[config.mk]
export PLATFORM = sky130hd
export DESIGN_NAME = dsg_top
export DESIGN_NICKNAME = d
export VERILOG_FILES = /design/src/pkg/dsg_pkg.sv /design/src/logic/dsg_gate_sel.sv /design/src/logic/dsg_fault_chk.sv /design/src/logic/dsg_top.sv
export SDC_FILE = /design/constraint.sdc
export NUM_CORES = 1
export LEC_CHECK = 0
export ABC_AREA = 1
export BUFFER_PORTS_ARGS = -buffer_cell sky130_fd_sc_hd__buf_2
export CAP_MARGIN = 20
export CORE_ASPECT_RATIO = 0.6
export CORE_MARGIN = 4
export CORE_UTILIZATION = 51
export CTS_CLUSTER_SIZE = 12
export DETAILED_ROUTE_END_ITERATION = 12
export HOLD_SLACK_MARGIN = 0.06
export PLACE_DENSITY = 0.8
export SETUP_SLACK_MARGIN = 0.02
export SLEW_MARGIN = 15
export SYNTH_ARGS = -nofsm -noshare
export SYNTH_HDL_FRONTEND = slang
export SYNTH_SLANG_ARGS = --single-unit
[constraint.sdc]
create_clock -name clk_i -period 1.95 [get_ports clk_i]
set_clock_uncertainty 0.2 [all_clocks]
set_input_delay 0.2925 -clock clk_i [delete_from_list [all_inputs] [get_ports clk_i]]
set_output_delay 0.2925 -clock clk_i [all_outputs]
set_load 0.05 [all_outputs]
[src/pkg/dsg_pkg.sv]
/*
 * shared constants and types of the deep-sleep port clock gate
 * assumes one 250 MHz system clock and a 32-bit classic Wishbone register bus
 */
package dsg_pkg;

    // ****************************************************************
    // sizes
    // ****************************************************************
    localparam int NUM_PORTS = 8;
    localparam int PORT_IDX_W = 3;
    localparam int DATA_W = 32;
    localparam int ADDR_W = 12;
    localparam int WORD_LSB = 2;

    // ****************************************************************
    // register byte offsets
    // ****************************************************************
    localparam logic [ADDR_W-1:0] REG_RUN_CFG = 12'h060;
    localparam logic [ADDR_W-1:0] REG_RUN_GATE = 12'h108;
    localparam logic [ADDR_W-1:0] REG_SLEEP_GATE = 12'h118;
    localparam logic [ADDR_W-1:0] REG_DEEP_GATE = 12'h128;
    localparam logic [ADDR_W-1:0] REG_IRQ_STATUS = 12'h150;
    localparam logic [ADDR_W-1:0] REG_IRQ_ENABLE = 12'h154;
    localparam logic [ADDR_W-1:0] REG_IRQ_CLEAR = 12'h158;

    // ****************************************************************
    // fields and reset values
    // ****************************************************************
    localparam int AUTO_GATE_POS = 0;
    localparam int GATE_LANE = 0;
    localparam logic [NUM_PORTS-1:0] GATE_RESET = 8'h00;
    localparam logic [NUM_PORTS-1:0] IRQ_RESET = 8'h00;
    localparam logic AUTO_GATE_RESET = 1'b0;
    localparam logic [DATA_W-1:0] READ_ZERO = 32'h00000000;
    localparam logic [DATA_W-NUM_PORTS-1:0] RSVD_ZERO = 24'h000000;

    // ****************************************************************
    // types
    // ****************************************************************
    typedef enum logic [1:0] {
        DSG_PWR_RUN,
        DSG_PWR_SLEEP,
        DSG_PWR_DEEP
    } dsg_pwr_e;

    typedef struct packed {
        logic [NUM_PORTS-1:0] run_gate;
        logic [NUM_PORTS-1:0] sleep_gate;
        logic [NUM_PORTS-1:0] deep_gate;
        logic auto_gate;
    } dsg_gate_cfg_s;

    typedef struct packed {
        logic valid;
        logic [PORT_IDX_W-1:0] idx;
    } dsg_port_acc_s;

endpackage : dsg_pkg

[src/logic/dsg_gate_sel.sv]
/*
 * picks the gating vector that applies in the current power state
 * assumes the power state comes from logic on the system clock
 */
`timescale 1ns/1ps
module dsg_gate_sel (
    input wire dsg_pkg::dsg_gate_cfg_s cfg_i,
    input wire dsg_pkg::dsg_pwr_e pwr_i,
    output logic [dsg_pkg::NUM_PORTS-1:0] en_o
);
    import dsg_pkg::*;

    // ****************************************************************
    // selection
    // ****************************************************************
    always_comb begin
        en_o = cfg_i.run_gate; // RULE9
        if (cfg_i.auto_gate) begin // RULE7
            case (pwr_i) // RULE6
                DSG_PWR_RUN: begin
                    en_o = cfg_i.run_gate;
                end
                DSG_PWR_SLEEP: begin
                    en_o = cfg_i.sleep_gate;
                end
                DSG_PWR_DEEP: begin
                    en_o = cfg_i.deep_gate; // RULE1
                end
                default: begin
                    en_o = cfg_i.run_gate;
                end
            endcase
        end
    end

endmodule : dsg_gate_sel

[src/logic/dsg_fault_chk.sv]
/*
 * flags a port access that targets a unit whose clock is off
 * assumes the access strobe is a one-cycle pulse on the system clock
 */
`timescale 1ns/1ps
module dsg_fault_chk (
    input wire dsg_pkg::dsg_port_acc_s acc_i,
    input wire [dsg_pkg::NUM_PORTS-1:0] en_i,
    output logic [dsg_pkg::NUM_PORTS-1:0] fault_o
);
    import dsg_pkg::*;

    // ****************************************************************
    // per-port decode
    // ****************************************************************
    genvar g;
    generate
        for (g = 0; g < NUM_PORTS; g++) begin : g_port
            assign fault_o[g] = acc_i.valid && (acc_i.idx == PORT_IDX_W'(g)) && !en_i[g]; // RULE3
        end
    endgenerate

endmodule : dsg_fault_chk

[src/logic/dsg_top.sv]
/*
 * deep-sleep port clock gate: gating registers, Wishbone slave, fault
 * detection for gated ports and a fault interrupt
 * assumes power state and port accesses come from logic on clk_i
 */
// What this block does
// RULE1: deep-sleep gating bit set delivers the clock to that port in deep-sleep.
// RULE2: deep-sleep gating bit clear withholds that port's clock in deep-sleep.
// RULE3: an access to a port whose clock is off answers with a fault.
// RULE4: all gating bits reset to zero, so every port starts unclocked.
// RULE5: eight read-write bits, bit 0 port A up to bit 7 port H.
// RULE6: separate run, sleep and deep-sleep registers, chosen by power state.
// RULE7: sleep and deep-sleep settings apply only with automatic gating set.
// RULE8: bits 31:8 are read-only and read as zero.
// RULE9: without automatic gating the run settings apply in every power state.
`timescale 1ns/1ps
module dsg_top (
    input wire logic clk_i,
    input wire logic rst_i,
    input wire logic wb_cyc_i,
    input wire logic wb_stb_i,
    input wire logic wb_we_i,
    input wire logic [dsg_pkg::ADDR_W-1:0] wb_adr_i,
    input wire logic [3:0] wb_sel_i,
    input wire logic [dsg_pkg::DATA_W-1:0] wb_dat_i,
    output logic [dsg_pkg::DATA_W-1:0] wb_dat_o,
    output logic wb_ack_o,
    output logic wb_err_o,
    input wire dsg_pkg::dsg_pwr_e pwr_state_i,
    input wire dsg_pkg::dsg_port_acc_s port_acc_i,
    output logic [dsg_pkg::NUM_PORTS-1:0] port_clk_en_o,
    output logic port_fault_o,
    output logic port_ok_o,
    output logic irq_o
);
    import dsg_pkg::*;

    // ****************************************************************
    // state
    // ****************************************************************
    typedef struct packed {
        dsg_gate_cfg_s cfg;
        logic [NUM_PORTS-1:0] irq_stat;
        logic [NUM_PORTS-1:0] irq_en;
        logic [NUM_PORTS-1:0] clk_en;
        logic fault;
        logic ok;
        logic irq;
        logic ack;
        logic err;
        logic [DATA_W-1:0] dat;
    } dsg_state_s;

    dsg_state_s state_reg;
    dsg_state_s state_next;
    logic [NUM_PORTS-1:0] eff_en;
    logic [NUM_PORTS-1:0] fault_vec;

    function automatic logic hit(input logic [ADDR_W-1:0] adr, input logic [ADDR_W-1:0] off);
        hit = (adr[ADDR_W-1:WORD_LSB] == off[ADDR_W-1:WORD_LSB]);
    endfunction : hit

    function automatic logic mapped(input logic [ADDR_W-1:0] adr);
        mapped = hit(adr, REG_RUN_CFG) || hit(adr, REG_RUN_GATE) || hit(adr, REG_SLEEP_GATE)
            || hit(adr, REG_DEEP_GATE) || hit(adr, REG_IRQ_STATUS)
            || hit(adr, REG_IRQ_ENABLE) || hit(adr, REG_IRQ_CLEAR);
    endfunction : mapped

    // ****************************************************************
    // gating selection and fault check
    // ****************************************************************
    dsg_gate_sel u_sel (
        .cfg_i(state_reg.cfg),
        .pwr_i(pwr_state_i),
        .en_o(eff_en)
    );

    // fault is judged against the clock enable the port really sees now
    dsg_fault_chk u_chk (
        .acc_i(port_acc_i),
        .en_i(state_reg.clk_en),
        .fault_o(fault_vec)
    );

    // ****************************************************************
    // next state
    // ****************************************************************
    logic req;
    logic wr_commit;
    logic [NUM_PORTS-1:0] clr_mask;
    logic [DATA_W-1:0] rd_val;

    always_comb begin
        state_next = state_reg;
        req = wb_cyc_i && wb_stb_i;
        // writes take effect at the edge where the master sees ack
        wr_commit = req && wb_we_i && state_reg.ack && wb_sel_i[GATE_LANE];
        clr_mask = '0;
        rd_val = READ_ZERO;
        if (hit(wb_adr_i, REG_RUN_CFG)) begin
            rd_val[AUTO_GATE_POS] = state_reg.cfg.auto_gate;
        end else if (hit(wb_adr_i, REG_RUN_GATE)) begin
            rd_val = {RSVD_ZERO, state_reg.cfg.run_gate};
        end else if (hit(wb_adr_i, REG_SLEEP_GATE)) begin
            rd_val = {RSVD_ZERO, state_reg.cfg.sleep_gate};
        end else if (hit(wb_adr_i, REG_DEEP_GATE)) begin
            rd_val = {RSVD_ZERO, state_reg.cfg.deep_gate}; // RULE8
        end else if (hit(wb_adr_i, REG_IRQ_STATUS)) begin
            rd_val = {RSVD_ZERO, state_reg.irq_stat};
        end else if (hit(wb_adr_i, REG_IRQ_ENABLE)) begin
            rd_val = {RSVD_ZERO, state_reg.irq_en};
        end
        // ack or err rises one cycle after the request and drops after one
        state_next.ack = req && !state_reg.ack && !state_reg.err && mapped(wb_adr_i);
        state_next.err = req && !state_reg.ack && !state_reg.err && !mapped(wb_adr_i);
        state_next.dat = state_next.ack ? rd_val : READ_ZERO;
        if (wr_commit) begin
            if (hit(wb_adr_i, REG_RUN_CFG)) begin
                state_next.cfg.auto_gate = wb_dat_i[AUTO_GATE_POS]; // RULE7
            end
            if (hit(wb_adr_i, REG_RUN_GATE)) begin
                state_next.cfg.run_gate = wb_dat_i[NUM_PORTS-1:0];
            end
            if (hit(wb_adr_i, REG_SLEEP_GATE)) begin
                state_next.cfg.sleep_gate = wb_dat_i[NUM_PORTS-1:0];
            end
            if (hit(wb_adr_i, REG_DEEP_GATE)) begin
                state_next.cfg.deep_gate = wb_dat_i[NUM_PORTS-1:0]; // RULE5
            end
            if (hit(wb_adr_i, REG_IRQ_ENABLE)) begin
                state_next.irq_en = wb_dat_i[NUM_PORTS-1:0];
            end
            if (hit(wb_adr_i, REG_IRQ_CLEAR)) begin
                clr_mask = wb_dat_i[NUM_PORTS-1:0];
            end
        end
        // a fault in the clearing cycle survives the clear
        state_next.irq_stat = (state_reg.irq_stat & ~clr_mask) | fault_vec;
        state_next.irq = |(state_next.irq_stat & state_next.irq_en);
        state_next.clk_en = eff_en; // RULE1 RULE2
        state_next.fault = |fault_vec; // RULE3
        state_next.ok = port_acc_i.valid && !(|fault_vec);
        if (rst_i) begin
            state_next.cfg.run_gate = GATE_RESET;
            state_next.cfg.sleep_gate = GATE_RESET;
            state_next.cfg.deep_gate = GATE_RESET; // RULE4
            state_next.cfg.auto_gate = AUTO_GATE_RESET;
            state_next.irq_stat = IRQ_RESET;
            state_next.irq_en = IRQ_RESET;
            state_next.clk_en = GATE_RESET;
            state_next.fault = 1'b0;
            state_next.ok = 1'b0;
            state_next.irq = 1'b0;
            state_next.ack = 1'b0;
            state_next.err = 1'b0;
            state_next.dat = READ_ZERO;
        end
    end

    always_ff @(posedge clk_i) begin
        state_reg <= state_next;
    end

    // ****************************************************************
    // outputs
    // ****************************************************************
    assign wb_dat_o = state_reg.dat;
    assign wb_ack_o = state_reg.ack;
    assign wb_err_o = state_reg.err;
    assign port_clk_en_o = state_reg.clk_en;
    assign port_fault_o = state_reg.fault;
    assign port_ok_o = state_reg.ok;
    assign irq_o = state_reg.irq;

    // ****************************************************************
    // checks
    // ****************************************************************
    logic deep_auto;
    assign deep_auto = (pwr_state_i == DSG_PWR_DEEP) && state_reg.cfg.auto_gate;

    property p_deep_on;
        @(posedge clk_i) disable iff (rst_i)
        deep_auto |=> ((port_clk_en_o & $past(state_reg.cfg.deep_gate))
            == $past(state_reg.cfg.deep_gate));
    endproperty
    a_deep_on: assert property (p_deep_on) else $error("deep-sleep enabled port not clocked"); // RULE1

    property p_deep_off;
        @(posedge clk_i) disable iff (rst_i)
        deep_auto |=> ((port_clk_en_o & ~$past(state_reg.cfg.deep_gate)) == GATE_RESET);
    endproperty
    a_deep_off: assert property (p_deep_off) else $error("deep-sleep disabled port clocked"); // RULE2

    property p_fault;
        @(posedge clk_i) disable iff (rst_i)
        (port_acc_i.valid && !port_clk_en_o[port_acc_i.idx]) |=> (port_fault_o && !port_ok_o);
    endproperty
    a_fault: assert property (p_fault) else $error("gated port access did not fault"); // RULE3

    property p_reset;
        @(posedge clk_i) disable iff (1'b0)
        rst_i |=> (state_reg.cfg.deep_gate == GATE_RESET) && (port_clk_en_o == GATE_RESET);
    endproperty
    a_reset: assert property (p_reset) else $error("gating bits not zero after reset"); // RULE4

    property p_deep_write;
        @(posedge clk_i) disable iff (rst_i)
        (wb_ack_o && wb_cyc_i && wb_stb_i && wb_we_i && wb_sel_i[GATE_LANE]
            && hit(wb_adr_i, REG_DEEP_GATE))
        |=> state_reg.cfg.deep_gate == $past(wb_dat_i[NUM_PORTS-1:0]);
    endproperty
    a_deep_write: assert property (p_deep_write) else $error("deep-sleep write lost"); // RULE5

    property p_sleep_sel;
        @(posedge clk_i) disable iff (rst_i)
        ((pwr_state_i == DSG_PWR_SLEEP) && state_reg.cfg.auto_gate)
        |=> port_clk_en_o == $past(state_reg.cfg.sleep_gate);
    endproperty
    a_sleep_sel: assert property (p_sleep_sel) else $error("sleep gating not applied"); // RULE6

    property p_run_sel;
        @(posedge clk_i) disable iff (rst_i)
        (pwr_state_i == DSG_PWR_RUN) |=> port_clk_en_o == $past(state_reg.cfg.run_gate);
    endproperty
    a_run_sel: assert property (p_run_sel) else $error("run gating not applied"); // RULE7

    property p_rsvd;
        @(posedge clk_i) disable iff (rst_i)
        (req && !wb_ack_o && !wb_we_i && hit(wb_adr_i, REG_DEEP_GATE))
        |=> wb_ack_o && (wb_dat_o[DATA_W-1:NUM_PORTS] == RSVD_ZERO);
    endproperty
    a_rsvd: assert property (p_rsvd) else $error("reserved bits read nonzero"); // RULE8

    property p_no_auto;
        @(posedge clk_i) disable iff (rst_i)
        !state_reg.cfg.auto_gate |=> port_clk_en_o == $past(state_reg.cfg.run_gate);
    endproperty
    a_no_auto: assert property (p_no_auto) else $error("run gating ignored without auto"); // RULE9

    property p_ack_pulse;
        @(posedge clk_i) disable iff (rst_i)
        wb_ack_o |=> !wb_ack_o;
    endproperty
    a_ack_pulse: assert property (p_ack_pulse) else $error("ack held longer than one cycle");

    property p_err_pulse;
        @(posedge clk_i) disable iff (rst_i)
        wb_err_o |=> !wb_err_o;
    endproperty
    a_err_pulse: assert property (p_err_pulse) else $error("err held longer than one cycle");

    property p_one_answer;
        @(posedge clk_i) disable iff (rst_i)
        !(wb_ack_o && wb_err_o);
    endproperty
    a_one_answer: assert property (p_one_answer) else $error("ack and err together");

    property p_answer;
        @(posedge clk_i) disable iff (rst_i)
        (req && !wb_ack_o && !wb_err_o) |=> (wb_ack_o || wb_err_o);
    endproperty
    a_answer: assert property (p_answer) else $error("request not answered next cycle");

    property p_dat_idle;
        @(posedge clk_i) disable iff (rst_i)
        !wb_ack_o |-> (wb_dat_o == READ_ZERO);
    endproperty
    a_dat_idle: assert property (p_dat_idle) else $error("read data outside ack");

    property p_ok;
        @(posedge clk_i) disable iff (rst_i)
        (port_acc_i.valid && port_clk_en_o[port_acc_i.idx]) |=> (port_ok_o && !port_fault_o);
    endproperty
    a_ok: assert property (p_ok) else $error("clocked port access faulted"); // RULE1

    property p_no_acc;
        @(posedge clk_i) disable iff (rst_i)
        !port_acc_i.valid |=> !(port_fault_o || port_ok_o);
    endproperty
    a_no_acc: assert property (p_no_acc) else $error("port answer without access");

    property p_stat_set;
        @(posedge clk_i) disable iff (rst_i)
        (port_acc_i.valid && !port_clk_en_o[port_acc_i.idx])
        |=> state_reg.irq_stat[$past(port_acc_i.idx)];
    endproperty
    a_stat_set: assert property (p_stat_set) else $error("fault status bit not set"); // RULE3

    property p_irq_level;
        @(posedge clk_i) disable iff (rst_i)
        irq_o == (|(state_reg.irq_stat & state_reg.irq_en));
    endproperty
    a_irq_level: assert property (p_irq_level) else $error("irq does not follow status");

    property p_deep_no_auto;
        @(posedge clk_i) disable iff (rst_i)
        ((pwr_state_i == DSG_PWR_DEEP) && !state_reg.cfg.auto_gate)
        |=> port_clk_en_o == $past(state_reg.cfg.run_gate);
    endproperty
    a_deep_no_auto: assert property (p_deep_no_auto) else $error("deep gate applied"); // RULE7

    property p_reset_out;
        @(posedge clk_i) disable iff (1'b0)
        rst_i |=> !(wb_ack_o || wb_err_o || port_fault_o || port_ok_o || irq_o);
    endproperty
    a_reset_out: assert property (p_reset_out) else $error("outputs active after reset");

    c_deep_gated: cover property (@(posedge clk_i) disable iff (rst_i) deep_auto ##1 port_fault_o);
    c_deep_clocked: cover property (@(posedge clk_i) disable iff (rst_i) deep_auto ##1 port_ok_o);
    c_irq: cover property (@(posedge clk_i) disable iff (rst_i) irq_o);
    c_err: cover property (@(posedge clk_i) disable iff (rst_i) wb_err_o);
    c_sel_ignored: cover property (@(posedge clk_i) disable iff (rst_i)
        wb_ack_o && wb_we_i && !wb_sel_i[GATE_LANE]);

endmodule : dsg_top

; Word-level counts from Yosys, hierarchy flattened
; Index checks and enable logic that the tools add are counted.
[word_totals]
register_bits = 86
word_cells = 101
[op_classes]
eq_ne = 16
muxes = 12
bitwise = 5
n_reduce_logical = 53
[op_table]
columns = op, count
row1 = $mux 8, 10
row2 = $eq 10x7->1 const B, 6
row3 = $logic_and 1x1->1, 25
row4 = $and 8x8->8, 2
row5 = $pmux 8 s2, 1
row6 = $reduce_or 8->1, 2
row7 = $eq 3x3->1 const B, 4
row8 = $logic_not 1->1, 12
row9 = $eq 10x5->1 const B, 1
row10 = $not 8->8, 1
row11 = $or 8x8->8, 1
row12 = $reduce_and 2->1, 4
row13 = $reduce_or 7->1, 1
row14 = $eq 3x2->1 const B, 2
row15 = $logic_or 1x1->1, 6
row16 = $eq 3x1->1 const B, 1
row17 = $logic_not 3->1, 1
row18 = $reduce_or 3->1, 1
row19 = $eq 2x1->1 const B, 1
row20 = $eq 2x2->1 const B, 1
row21 = $reduce_or 2->1, 1
row22 = $mux 1, 1
row23 = $not 1->1, 1

; Depth between registers and ports, before layout
; Gate-level depths: netlist of the first run.
[depth]
word_depth = 10
ltp_mapped = 11
ltp_nobuf = 11

; Hierarchy
; Synthesis of the first run repeated with hierarchy kept, for this count alone.
[unflattened]
cells_unflattened = 516
hier_area_um2 = 3558.4
[modules_own_cells]
columns = mod, n_inst, cells_per_inst, area_per_inst_um2, seq_area_each_um2
row1 = dsg_top, 1, 425, 3174.3, 1241.2
row2 = dsg_gate_sel, 1, 59, 252.7, 0.0
row3 = dsg_fault_chk, 1, 32, 131.4, 0.0

; Worst setup path before layout of the first run
; OpenSTA, ideal clock, no wires.
[synth_path]
path_type = flip-flop to flip-flop
startpoint = reg state_reg, in the netlist wb_ack_o
endpoint = reg state_reg[75] (netlist name)
arrival_ps = 1772
path_slack_ps = -151
stages_incl_launch_ff = 8
path_buffers = 2
synth_period_minus_slack_ps = 2101
path_cell_list = dfxtp_1 > nand3_1 > nor2_4 > buf_4 > nand3_1 > clkbuf_1 > o21ai_1 > a21oi_1
[synth_via]
elab_chain_len = 3
[synth_rtl]
columns = element, line_no
row1 = "start, declared", dsg_top.sv:54  ; dsg_state_s state_reg;
row2 = "start signal, assigned", dsg_top.sv:161  ; state_reg <= state_next;
row3 = $logic_and 1x1->1 (2 in series), dsg_top.sv:97  ; wr_commit = req && wb_we_i && state_reg.ack && wb_sel_i[GATE_LANE];
row4 = $reduce_and 2->1 (no source line), n/a
; No other way between the ends.
; A chain may end at the register's enable or synchronous reset.

; Final worst setup path of the first run
[layout_path]
startpoint = reg state_reg, in the netlist wb_ack_o
endpoint = reg state_reg, in the netlist irq_o
[layout_via]
elab_chain_len = 8
[layout_rtl]
columns = element, line_no
row1 = $logic_and 1x1->1 * (2 in series), dsg_top.sv:97
row2 = $mux 8, dsg_top.sv:117  ; if (wr_commit) begin
row3 = $not 8->8, dsg_top.sv:138  ; state_next.irq_stat = (state_reg.irq_stat & ~clr_mask) | fault_vec;
row4 = $and 8x8->8, dsg_top.sv:138
row5 = $or 8x8->8, dsg_top.sv:138
row6 = $and 8x8->8 *, dsg_top.sv:139  ; state_next.irq = |(state_next.irq_stat & state_next.irq_en);
row7 = $reduce_or 8->1 *, dsg_top.sv:139
; Mark *: on every way between the ends. The rest lies on a longest branch, timed or not.

==> results.yml, run 1 <==
run_status:
  status: "finished clean"
setup_path:
  crit_required_ns: 1.98
  worstSetupStartpointType: "flip-flop"
  worst_r2r_path_depth: 10
  critPathTopFamily: "simple AND/OR/NAND/NOR gates"
  cp.buffers_inverters: 1
  critPathKind: "flip-flop to flip-flop"
  path_max_fanout: 13
  rrSetupSlack_ns: 0.18
  cp-end-kind: "flip-flop"
  crit_cells: 10
  critical_path.most_common_cell: "nand2_1"
  path_cells: "nand3_2 > nor2_4 > buf_6 > nand2_1 > o21ai_1 > nand2_1 > nand2_1 > nand2_1 > nor2_1 > a21oi_1"
  r2r_start: "wb_ack_o$_SDFF_PP0_"
  critPathMaxStageDelay_ns: 0.36
  arrival_ns: 1.80
  crit_path_start: "wb_ack_o$_SDFF_PP0_"
  crit_slowest_cell: "dfxtp_2"
sta:
  fin_tns_setup_ns: 0
  fmax_mhz: 565
  final-setup-viol-count: 0
  worst_pin_slew_ns: 0.526
  rsz0062_at_grt: "no"
  hold_violations: 0
  period_share: 0.907
  period_needed_ns: 1.77
  relSlewSlack: 0.649
  layout_setup_ws_ns: 0.181
  finalMaxSlewViolations: 0
global_route:
  track_usage: 0.222
  antenna_found_initial: 0
  grt_max_degree: 33
  grt_overflow: 0
  grt_pass1_vias: 2874
  grt_pass1_wl_mm: 13.9
route:
  wl_per_cell_um: 14.6
  drc: 0
  final_antenna_net_count: 0
  drt-vias-per-instance: 5.36
  routed_wl_mm: 8.79
  first_pass_iters: 5
  vias: 3231
  drt-initial-drc-count: 277
synthesis:
  synth_seq_cells: 62
  yosysSeqAreaShare: 0.368
  synth_area_um2: 3370
  synth-warning-count: 0
  syn_inst: 467
  ys_types: 35
  avgSynthCellArea_um2: 7.22
floorplan:
  die_area_um2: 8010
  initial_utilization: 0.539
  core-area_um2: 6250
  die_w_um: 113
  fp.dieH_um: 71.0
  boundaryPins: 104
  rows: 22
clocking:
  clk_latency_ns: 0.35
  path_clk_slew_ns: 0.07
  post_cts_buffers: 0
  cts_sinks: 62
  cts_buffers: 9
  clockRootBuffer: "clkbuf_8"
  clock_path_buffers: 2
  cts_tree: "yes"
  htreeDepth: 3
worst_hold_path:
  hold_path_class: "input pin to flip-flop"
  hp-start: "wb_dat_i[6]"
  worstHoldPathCells: 3
final_layout:
  regArea_um2: 1240
  diodes: 0
  drive_above_1_share: 0.227
  nFillCells: 565
  largest_register_ffs: 41
  areaGrowthSynthToFinish_pct: 13.6
  fin_nets: 575
  multiInputGateArea_um2: 1650
placed_design:
  dp_hpwl_mm: 6.77
  io_buffers: 50
  place_ws_ns: -0.000973
  gp_congestion: 0.913
power_and_ir_drop:
  power_density_nw_per_um2: 739
  peakVddDrop_mv: 0.583
  p_leak_uw: 0.00164
  fin_total_pwr_uw: 2830
flow_run:
  maxCapViolations: 0
## synth_stat cells
library cell | number | area [um2]
nand4_1 | 12 | 75.1
nor2_1 | 60 | 225
nand3_4 | 1 | 17.5
conb_1 | 1 | 3.75
nor2_4 | 2 | 22.5
o221ai_1 | 1 | 8.76
o21bai_1 | 1 | 7.51
inv_1 | 38 | 143
nand4_2 | 2 | 25.0
clkinv_1 | 1 | 3.75
o211ai_1 | 6 | 45.0
o21ai_1 | 7 | 35.0
nor2_2 | 6 | 37.5
o21ai_0 | 27 | 135
nand2_1 | 86 | 323
nand3_1 | 21 | 105
a211oi_2 | 11 | 138
nor3b_2 | 1 | 12.5
o2111ai_1 | 7 | 61.3
nand3b_1 | 1 | 7.51
buf_1 | 2 | 7.51
and2_1 | 1 | 6.26
clkbuf_1 | 9 | 33.8
a211oi_1 | 2 | 15.0
buf_2 | 4 | 20.0
a31oi_1 | 9 | 56.3
buf_4 | 42 | 315
a21oi_1 | 27 | 135
ha_1 | 2 | 25.0
buf_6 | 1 | 11.3
dfxtp_1 | 62 | 1240
nor3_1 | 3 | 15.0
nand3_2 | 1 | 10.0
inv_2 | 9 | 33.8
nor4_2 | 1 | 12.5
## worst min-delay path, stage by stage
cell	delay (ns)
buf_2	0.13
o21ai_1	0.07
a21oi_1	0.10
## final timing paths
kind                                 to
min          state_reg[76]$_SDFFE_PP0P_
max reg2reg            irq_o$_SDFF_PP0_
min reg2reg  state_reg[76]$_SDFFE_PP0P_
max                    irq_o$_SDFF_PP0_
## final cells by class
| class | count | share of cell area |
|---|---|---|
| clock inverter | 4 | 0.0183 |
| multi-input combinational | 322 | 0.432 |
| sequential | 62 | 0.325 |
| timing repair buffer | 71 | 0.113 |
| clock buffer | 12 | 0.0379 |
| inverter | 48 | 0.0471 |
| tap | 84 | 0.0275 |
## report_power, final
| part | total [uW] | internal, uW | switching [uW] |
|---|---|---|---|
| Sequential | 1280 | 1280 | 3.96 |
| Combinational | 296 | 63.0 | 233 |
| Clock | 1250 | 751 | 499 |
| Total | 2830 | 2090 | 736 |
## routing by layer
metal	vias up	wire length, um	GRT usage	part of all wire
met5	-	0	0	0
met4	0	124	0.0653	0.014
met3	19	891	0.0829	0.10
met2	147	3790	0.327	0.43
met1	1475	3980	0.303	0.45
li1	1590	-	-	-
## logic make-up after synthesis
family,after synthesis,synth area share
and+or+nand+nor,198,0.266
buffers and inverters,106,0.169
AOI/OAI and AO/OA,98,0.189
DFF,62,0.368
adders and majority gates,2,0.00743
other,1,0.00111
## through the flow
step	utilization	hold WS, ns	instances	area (um2)
3_3_place_gp	0.572	0.250	584	3570
2_1_floorplan	-	0.234	490	3460
3_5_place_dp	0.572	0.260	584	3570
6_report	0.612	0.0690	603	3830
5_1_grt	0.612	0.0736	603	3830
4_1_cts	0.611	0.0645	603	3820
## cell usage in the layout (no fill, tap or decap), drive strengths merged, types with 2 or more instances in the layout
| master | instances |
|---|---|
| dfxtp | 62 |
| dlygate4sd3 | 3 |
| inv | 47 |
| o21ai | 34 |
| o211ai | 6 |
| ha | 2 |
| nand2 | 86 |
| a21oi | 27 |
| a211oi | 13 |
| nand3 | 23 |
| clkinv | 3 |
| buf | 68 |
| a31oi | 9 |
| bufinv | 2 |
| conb | 24 |
| nand4 | 14 |
| nor2 | 68 |
| o2111ai | 7 |
| clkbuf | 12 |
| nor3 | 3 |
## repair_timing
item	4_1_cts	5_1_grt
endpoints found under the hold margin	3	0
endpoints found under the setup margin	0	1
gates resized for setup	0	2
hold buffers	3	0
Note: power is estimated with default switching activity, not from simulation.
==> run 2, diff against run 1 <==
- clock period: 1.95 -> 1.75 ns (I/O delays scaled with it)
==> run 2 against run 1 <==
Effect of this change:
- global-route usage is 0.058 points higher
- routed wire length is 4.5% higher
- first-iteration DRC count is 0.36% higher
- sequential cell count stayed put
- the run now ends with negative setup slack left
- hold slack better by 0.062 ns
- sequential power is 11% higher
- sequential share of layout area is 2.8 points lower
- critical path type unchanged
- design area is 9.7% higher
==> results.yml, run 2 (synthesis gave the netlist of run 1 again) <==
clocking:
  clockRootBuffer: "clkbuf_8"
  clk_latency_ns: 0.34
  path_clk_slew_ns: 0.07
  cts_tree: "yes"
  cts_buffers: 9
  clock_path_buffers: 2
  htreeDepth: 3
  cts_sinks: 62
setup_path:
  worstSetupStartpointType: "flip-flop"
  crit_required_ns: 1.76
  r2r_start: "wb_ack_o$_SDFF_PP0_"
  path_max_fanout: 7
  critPathKind: "flip-flop to flip-flop"
  arrival_ns: 1.77
  cp-end-kind: "flip-flop"
  crit_path_start: "wb_ack_o$_SDFF_PP0_"
global_route:
  grt_overflow: 0
  antenna_found_initial: 0
  track_usage: 0.222
  grt_max_degree: 33
  grt_pass1_vias: 3007
  grt_pass1_wl_mm: 14.1
floorplan:
  die_w_um: 113
  initial_utilization: 0.539
  fp.dieH_um: 71.0
  boundaryPins: 104
  core-area_um2: 6250
  rows: 22
  die_area_um2: 8010
worst_hold_path:
  hold_path_class: "input pin to flip-flop"
  hp-start: "port_acc_i[0]"
run_status:
  status: "finished with violations"
  violations: "negative setup slack"
sta:
  rsz0062_at_grt: "yes"
  hold_violations: 0
  period_needed_ns: 1.76
  fmax_mhz: 567
  finalMaxSlewViolations: 0
  period_share: 1.01
  final-setup-viol-count: 1
  layout_setup_ws_ns: -0.0147
route:
  drc: 0
  vias: 3420
  drt-vias-per-instance: 5.30
  final_antenna_net_count: 0
  drt-initial-drc-count: 278
  routed_wl_mm: 9.18
  wl_per_cell_um: 14.2
  first_pass_iters: 5
final_layout:
  nFillCells: 532
  final_common_cell: "nand2_1"
  final_cell_mix: "nand2_1 (86), dfxtp_1 (61), nor2_1 (58)"
  fin_nets: 617
  diodes: 0
  largest_register_ffs: 41
  areaGrowthSynthToFinish_pct: 24.6
  drive_above_1_share: 0.289
power_and_ir_drop:
  p_leak_uw: 0.00183
  peakVddDrop_mv: 0.405
  power_density_nw_per_um2: 734
  fin_total_pwr_uw: 3080
placed_design:
  dp_hpwl_mm: 6.88
  io_buffers: 50
  place_ws_ns: -0.154
  gp_congestion: 0.949
flow_run:
  maxCapViolations: 0
run 2: cell types whose count changed in the layout (fill, tap and decap cells not counted), moves of 3 or more:
cell           change
buf_4             +35
clkinvlp_4         +3
dlygate4sd3_1      +6
o21ai_0            -4
o21ai_2            +3
run 2: critical path, cell delays in order, from the launching register on:
cell     delay (ns)
dfxtp_4        0.36
nand3_4        0.08
nor2_4         0.24
buf_12         0.16
nand2_1        0.07
o21ai_2        0.14
nand2_1        0.08
nand2_1        0.06
nand2_1        0.05
nor2_1         0.12
a21oi_1        0.07
run 2: per-stage QoR:
step | instance area (um2) | setup TNS, ns | hold slack, ns | utilization | instances
2_1_floorplan | 3470 | 0 | 0.204 | - | 490
3_3_place_gp | 3800 | -0.328 | 0.247 | 0.609 | 614
3_5_place_dp | 3800 | -0.538 | 0.258 | 0.609 | 614
4_1_cts | 4100 | 0 | 0.0999 | 0.657 | 639
5_1_grt | 4200 | -0.129 | 0.160 | 0.672 | 645
6_report | 4200 | -0.0147 | 0.131 | 0.672 | 645
run 2: per-layer routing:
| layer | routed length [um] | share of wire | track usage | vias up |
|---|---|---|---|---|
| met5 | 0 | 0 | 0 | - |
| met4 | 101 | 0.011 | 0.0520 | 0 |
| met3 | 911 | 0.099 | 0.0718 | 15 |
| met2 | 4090 | 0.45 | 0.345 | 159 |
| met1 | 4080 | 0.44 | 0.302 | 1589 |
| li1 | - | - | - | 1657 |
run 2: final cells by class:
cell class,count,area (um2),share of cell area
multi-input cells,322,1690,0.403
flip-flops and latches,62,1240,0.296
repair buffers,113,766,0.182
inverters,48,183,0.0435
clock buffers,11,151,0.0361
well taps,84,105,0.0250
clock inverters,5,57.6,0.0137
run 2: worst paths after layout:
kind / slack [ns] / cells after the start / end
worst max-delay path: -0.01 / 10 / irq_o$_SDFF_PP0_
worst min-delay path: 0.13 / 4 / state_reg[57]$_SDFF_PP0_
worst max register to register: -0.01 / 10 / irq_o$_SDFF_PP0_
worst min register to register: 0.27 / 2 / port_clk_en_o[4]$_SDFF_PP0_
run 2: power by group:
part / internal, uW / switching (uW)
sequential: 1420 / 4.93
combinational: 97.6 / 269
clock: 732 / 561
run 2: what timing repair did:
action,CTS,global route
hold buffers,9,0
resized for setup,0,18
setup endpoints to repair,1,5
endpoints found under the hold margin,14,0
pin swaps,1,5
buffers inserted,0,6
==> run 3, diff against run 2 <==
==> constraint.sdc (replaced) <==
create_clock -name clk_i -period 1.75 [get_ports clk_i]
set_clock_uncertainty 0.2 [all_clocks]
set_input_delay 0.4375 -clock clk_i [delete_from_list [all_inputs] [get_ports clk_i]]
set_output_delay 0.4375 -clock clk_i [all_outputs]
set_load 0.05 [all_outputs]
==> run 3 against run 2 <==
Effect of this change:
- the flow now finishes without violations
- clock-buffer cell count shrank 1
- combinational power fell by 1%
- utilization is 0.24 points higher
- sequential cell count stayed put
- hold slack improved by 0.037 ns
- setup slack improved by 0.081 ns
- global-route usage is 0.42 points higher
- routed wire length up 1.6%
- cell count is 0.62% lower
- sequential power hardly changed
- sequential share of layout area down 0.11 points
- largest cell class unchanged
- highest routed layer unchanged
==> results.yml, run 3 (synthesis gave the netlist of run 1 again) <==
run_status:
  status: "finished clean"
clocking:
  clock_path_buffers: 2
  htreeDepth: 3
  path_clk_slew_ns: 0.07
  clockRootBuffer: "clkbuf_8"
  cts_buffers: 9
  cts_tree: "yes"
  cts_sinks: 62
  clk_latency_ns: 0.34
final_layout:
  fin_nets: 613
  largest_register_ffs: 41
  drive_above_1_share: 0.312
  finish.utilization: 0.674
  final_cell_mix: "nand2_1 (79), dfxtp_1 (61), nor2_1 (55)"
  diodes: 0
  areaGrowthSynthToFinish_pct: 25.1
  fin_area_um2: 4210
  final_common_cell: "nand2_1"
  nFillCells: 504
setup_path:
  path_max_fanout: 3
  critPathTopFamily: "simple AND/OR/NAND/NOR gates"
  crit_cells: 10
  r2r_end: "irq_o$_SDFF_PP0_"
  critPathMaxStageDelay_ns: 0.37
  critical_path.most_common_cell: "nand2_1"
  crit_required_ns: 1.77
  worstSetupStartpointType: "flip-flop"
  crit_slowest_cell: "dfxtp_4"
  cp.buffers_inverters: 1
  critPathKind: "flip-flop to flip-flop"
  rrSetupSlack_ns: 0.07
  path_cells: "nand3_4 > buf_4 > nor3_1 > nand2_1 > nand2_1 > nand2_1 > nand2_1 > nand2_1 > nor2_1 > a21oi_1"
  cp-endpoint: "irq_o$_SDFF_PP0_"
  arrival_ns: 1.70
  r2r_start: "wb_ack_o$_SDFF_PP0_"
  crit_path_start: "wb_ack_o$_SDFF_PP0_"
  cp-end-kind: "flip-flop"
  worst_r2r_path_depth: 10
placed_design:
  gp_congestion: 0.969
  place_ws_ns: -0.329
  io_buffers: 50
  dpl-instance-area_um2: 3910
  dp_hpwl_mm: 7.24
floorplan:
  fp.dieH_um: 71.0
  rows: 22
  initial_utilization: 0.539
  core-area_um2: 6250
  die_w_um: 113
  boundaryPins: 104
  die_area_um2: 8010
route:
  vias: 3398
  drt-initial-drc-count: 353
  drc: 0
  first_pass_iters: 5
  drt-vias-per-instance: 5.30
  final_antenna_net_count: 0
  routed_wl_mm: 9.33
  wl_per_cell_um: 14.5
power_and_ir_drop:
  p_leak_uw: 0.00184
  peakVddDrop_mv: 0.456
  fin_total_pwr_uw: 3130
  power_density_nw_per_um2: 743
global_route:
  antenna_found_initial: 0
  grt_max_degree: 33
  track_usage: 0.226
  grt_pass1_wl_mm: 14.5
  grt_overflow: 0
  grt_pass1_vias: 3120
sta:
  rsz0062_at_grt: "yes"
  fmax_mhz: 594
  holdWs_ns: 0.168
  hold_violations: 0
  final-setup-viol-count: 0
  finalMaxSlewViolations: 0
  period_needed_ns: 1.68
  period_share: 0.962
  layout_setup_ws_ns: 0.0667
flow_run:
  maxCapViolations: 0
worst_hold_path:
  hold_path_class: "input pin to flip-flop"
## run 3: changes by cell type in the layout (fill, tap and decap cells not counted), sizes merged
| cell | delta |
|---|---|
| buf | +4 |
| clkinvlp | -2 |
| clkinv | +3 |
| dlygate4sd3 | -9 |
## run 3: worst min-delay path by stage
stage	startpoint	to	slack, ns	cells past startpoint
5_1_grt	port_acc_i[3]	port_ok_o$_SDFF_PP0_	0.16	3
4_1_cts	port_acc_i[3]	port_ok_o$_SDFF_PP0_	0.15	3
3_5_place_dp	state_reg[78]$_SDFFE_PP0P_	state_reg[78]$_SDFFE_PP0P_	0.26	2
6_report	port_acc_i[3]	port_ok_o$_SDFF_PP0_	0.17	3
3_3_place_gp	state_reg[73]$_SDFFE_PP0P_	state_reg[73]$_SDFFE_PP0P_	0.25	2
2_1_floorplan	state_reg[70]$_SDFFE_PP0P_	state_reg[70]$_SDFFE_PP0P_	0.24	2
## run 3: where the power goes
| part | total, uW | switching [uW] | internal, uW |
|---|---|---|---|
| sequential | 1420 | 5.25 | 1420 |
| clock | 1340 | 595 | 748 |
| combinational | 363 | 270 | 92.8 |
| total | 3130 | 871 | 2260 |
## run 3: stage by stage
| step | TNS [ns] | instances |
|---|---|---|
| floorplan | 0 | 490 |
| global placement | -4.59 | 622 |
| detailed placement | -6.67 | 622 |
| CTS | 0 | 639 |
| global route | -0.103 | 641 |
| finish | 0 | 641 |
## run 3: metal layers
| layer | track usage | vias up | wire, um |
|---|---|---|---|
| li1 | - | 1654 | - |
| met1 | 0.294 | 1558 | 4010 |
| met2 | 0.350 | 170 | 4210 |
| met3 | 0.0897 | 16 | 970 |
| met4 | 0.0640 | 0 | 133 |
| met5 | 0 | - | 0 |
## run 3: worst reg2reg max path, stage by stage (launching register included)
cell and delay, ns:
dfxtp_4 0.37, nand3_4 0.08, buf_4 0.13, nor3_1 0.24, nand2_1 0.10, nand2_1 0.08
nand2_1 0.05, nand2_1 0.07, nand2_1 0.05, nor2_1 0.10, a21oi_1 0.07
## run 3: final cells by class
type | count | area, um2 | area share
clock inverters | 6 | 68.8 | 0.0163
inverters | 48 | 180 | 0.0428
multi-input cells | 322 | 1710 | 0.406
well taps | 84 | 105 | 0.0249
repair buffers | 109 | 756 | 0.179
flip-flops and latches | 62 | 1240 | 0.295
clock buffers | 10 | 149 | 0.0353
## run 3: repair_timing
action                                  4_1_cts  5_1_grt
resized for setup                             2       13
pin swaps                                     2        1
cloned                                        0        1
endpoints found under the setup margin        1       11
hold buffers                                  0        0
buffers inserted                              1        1
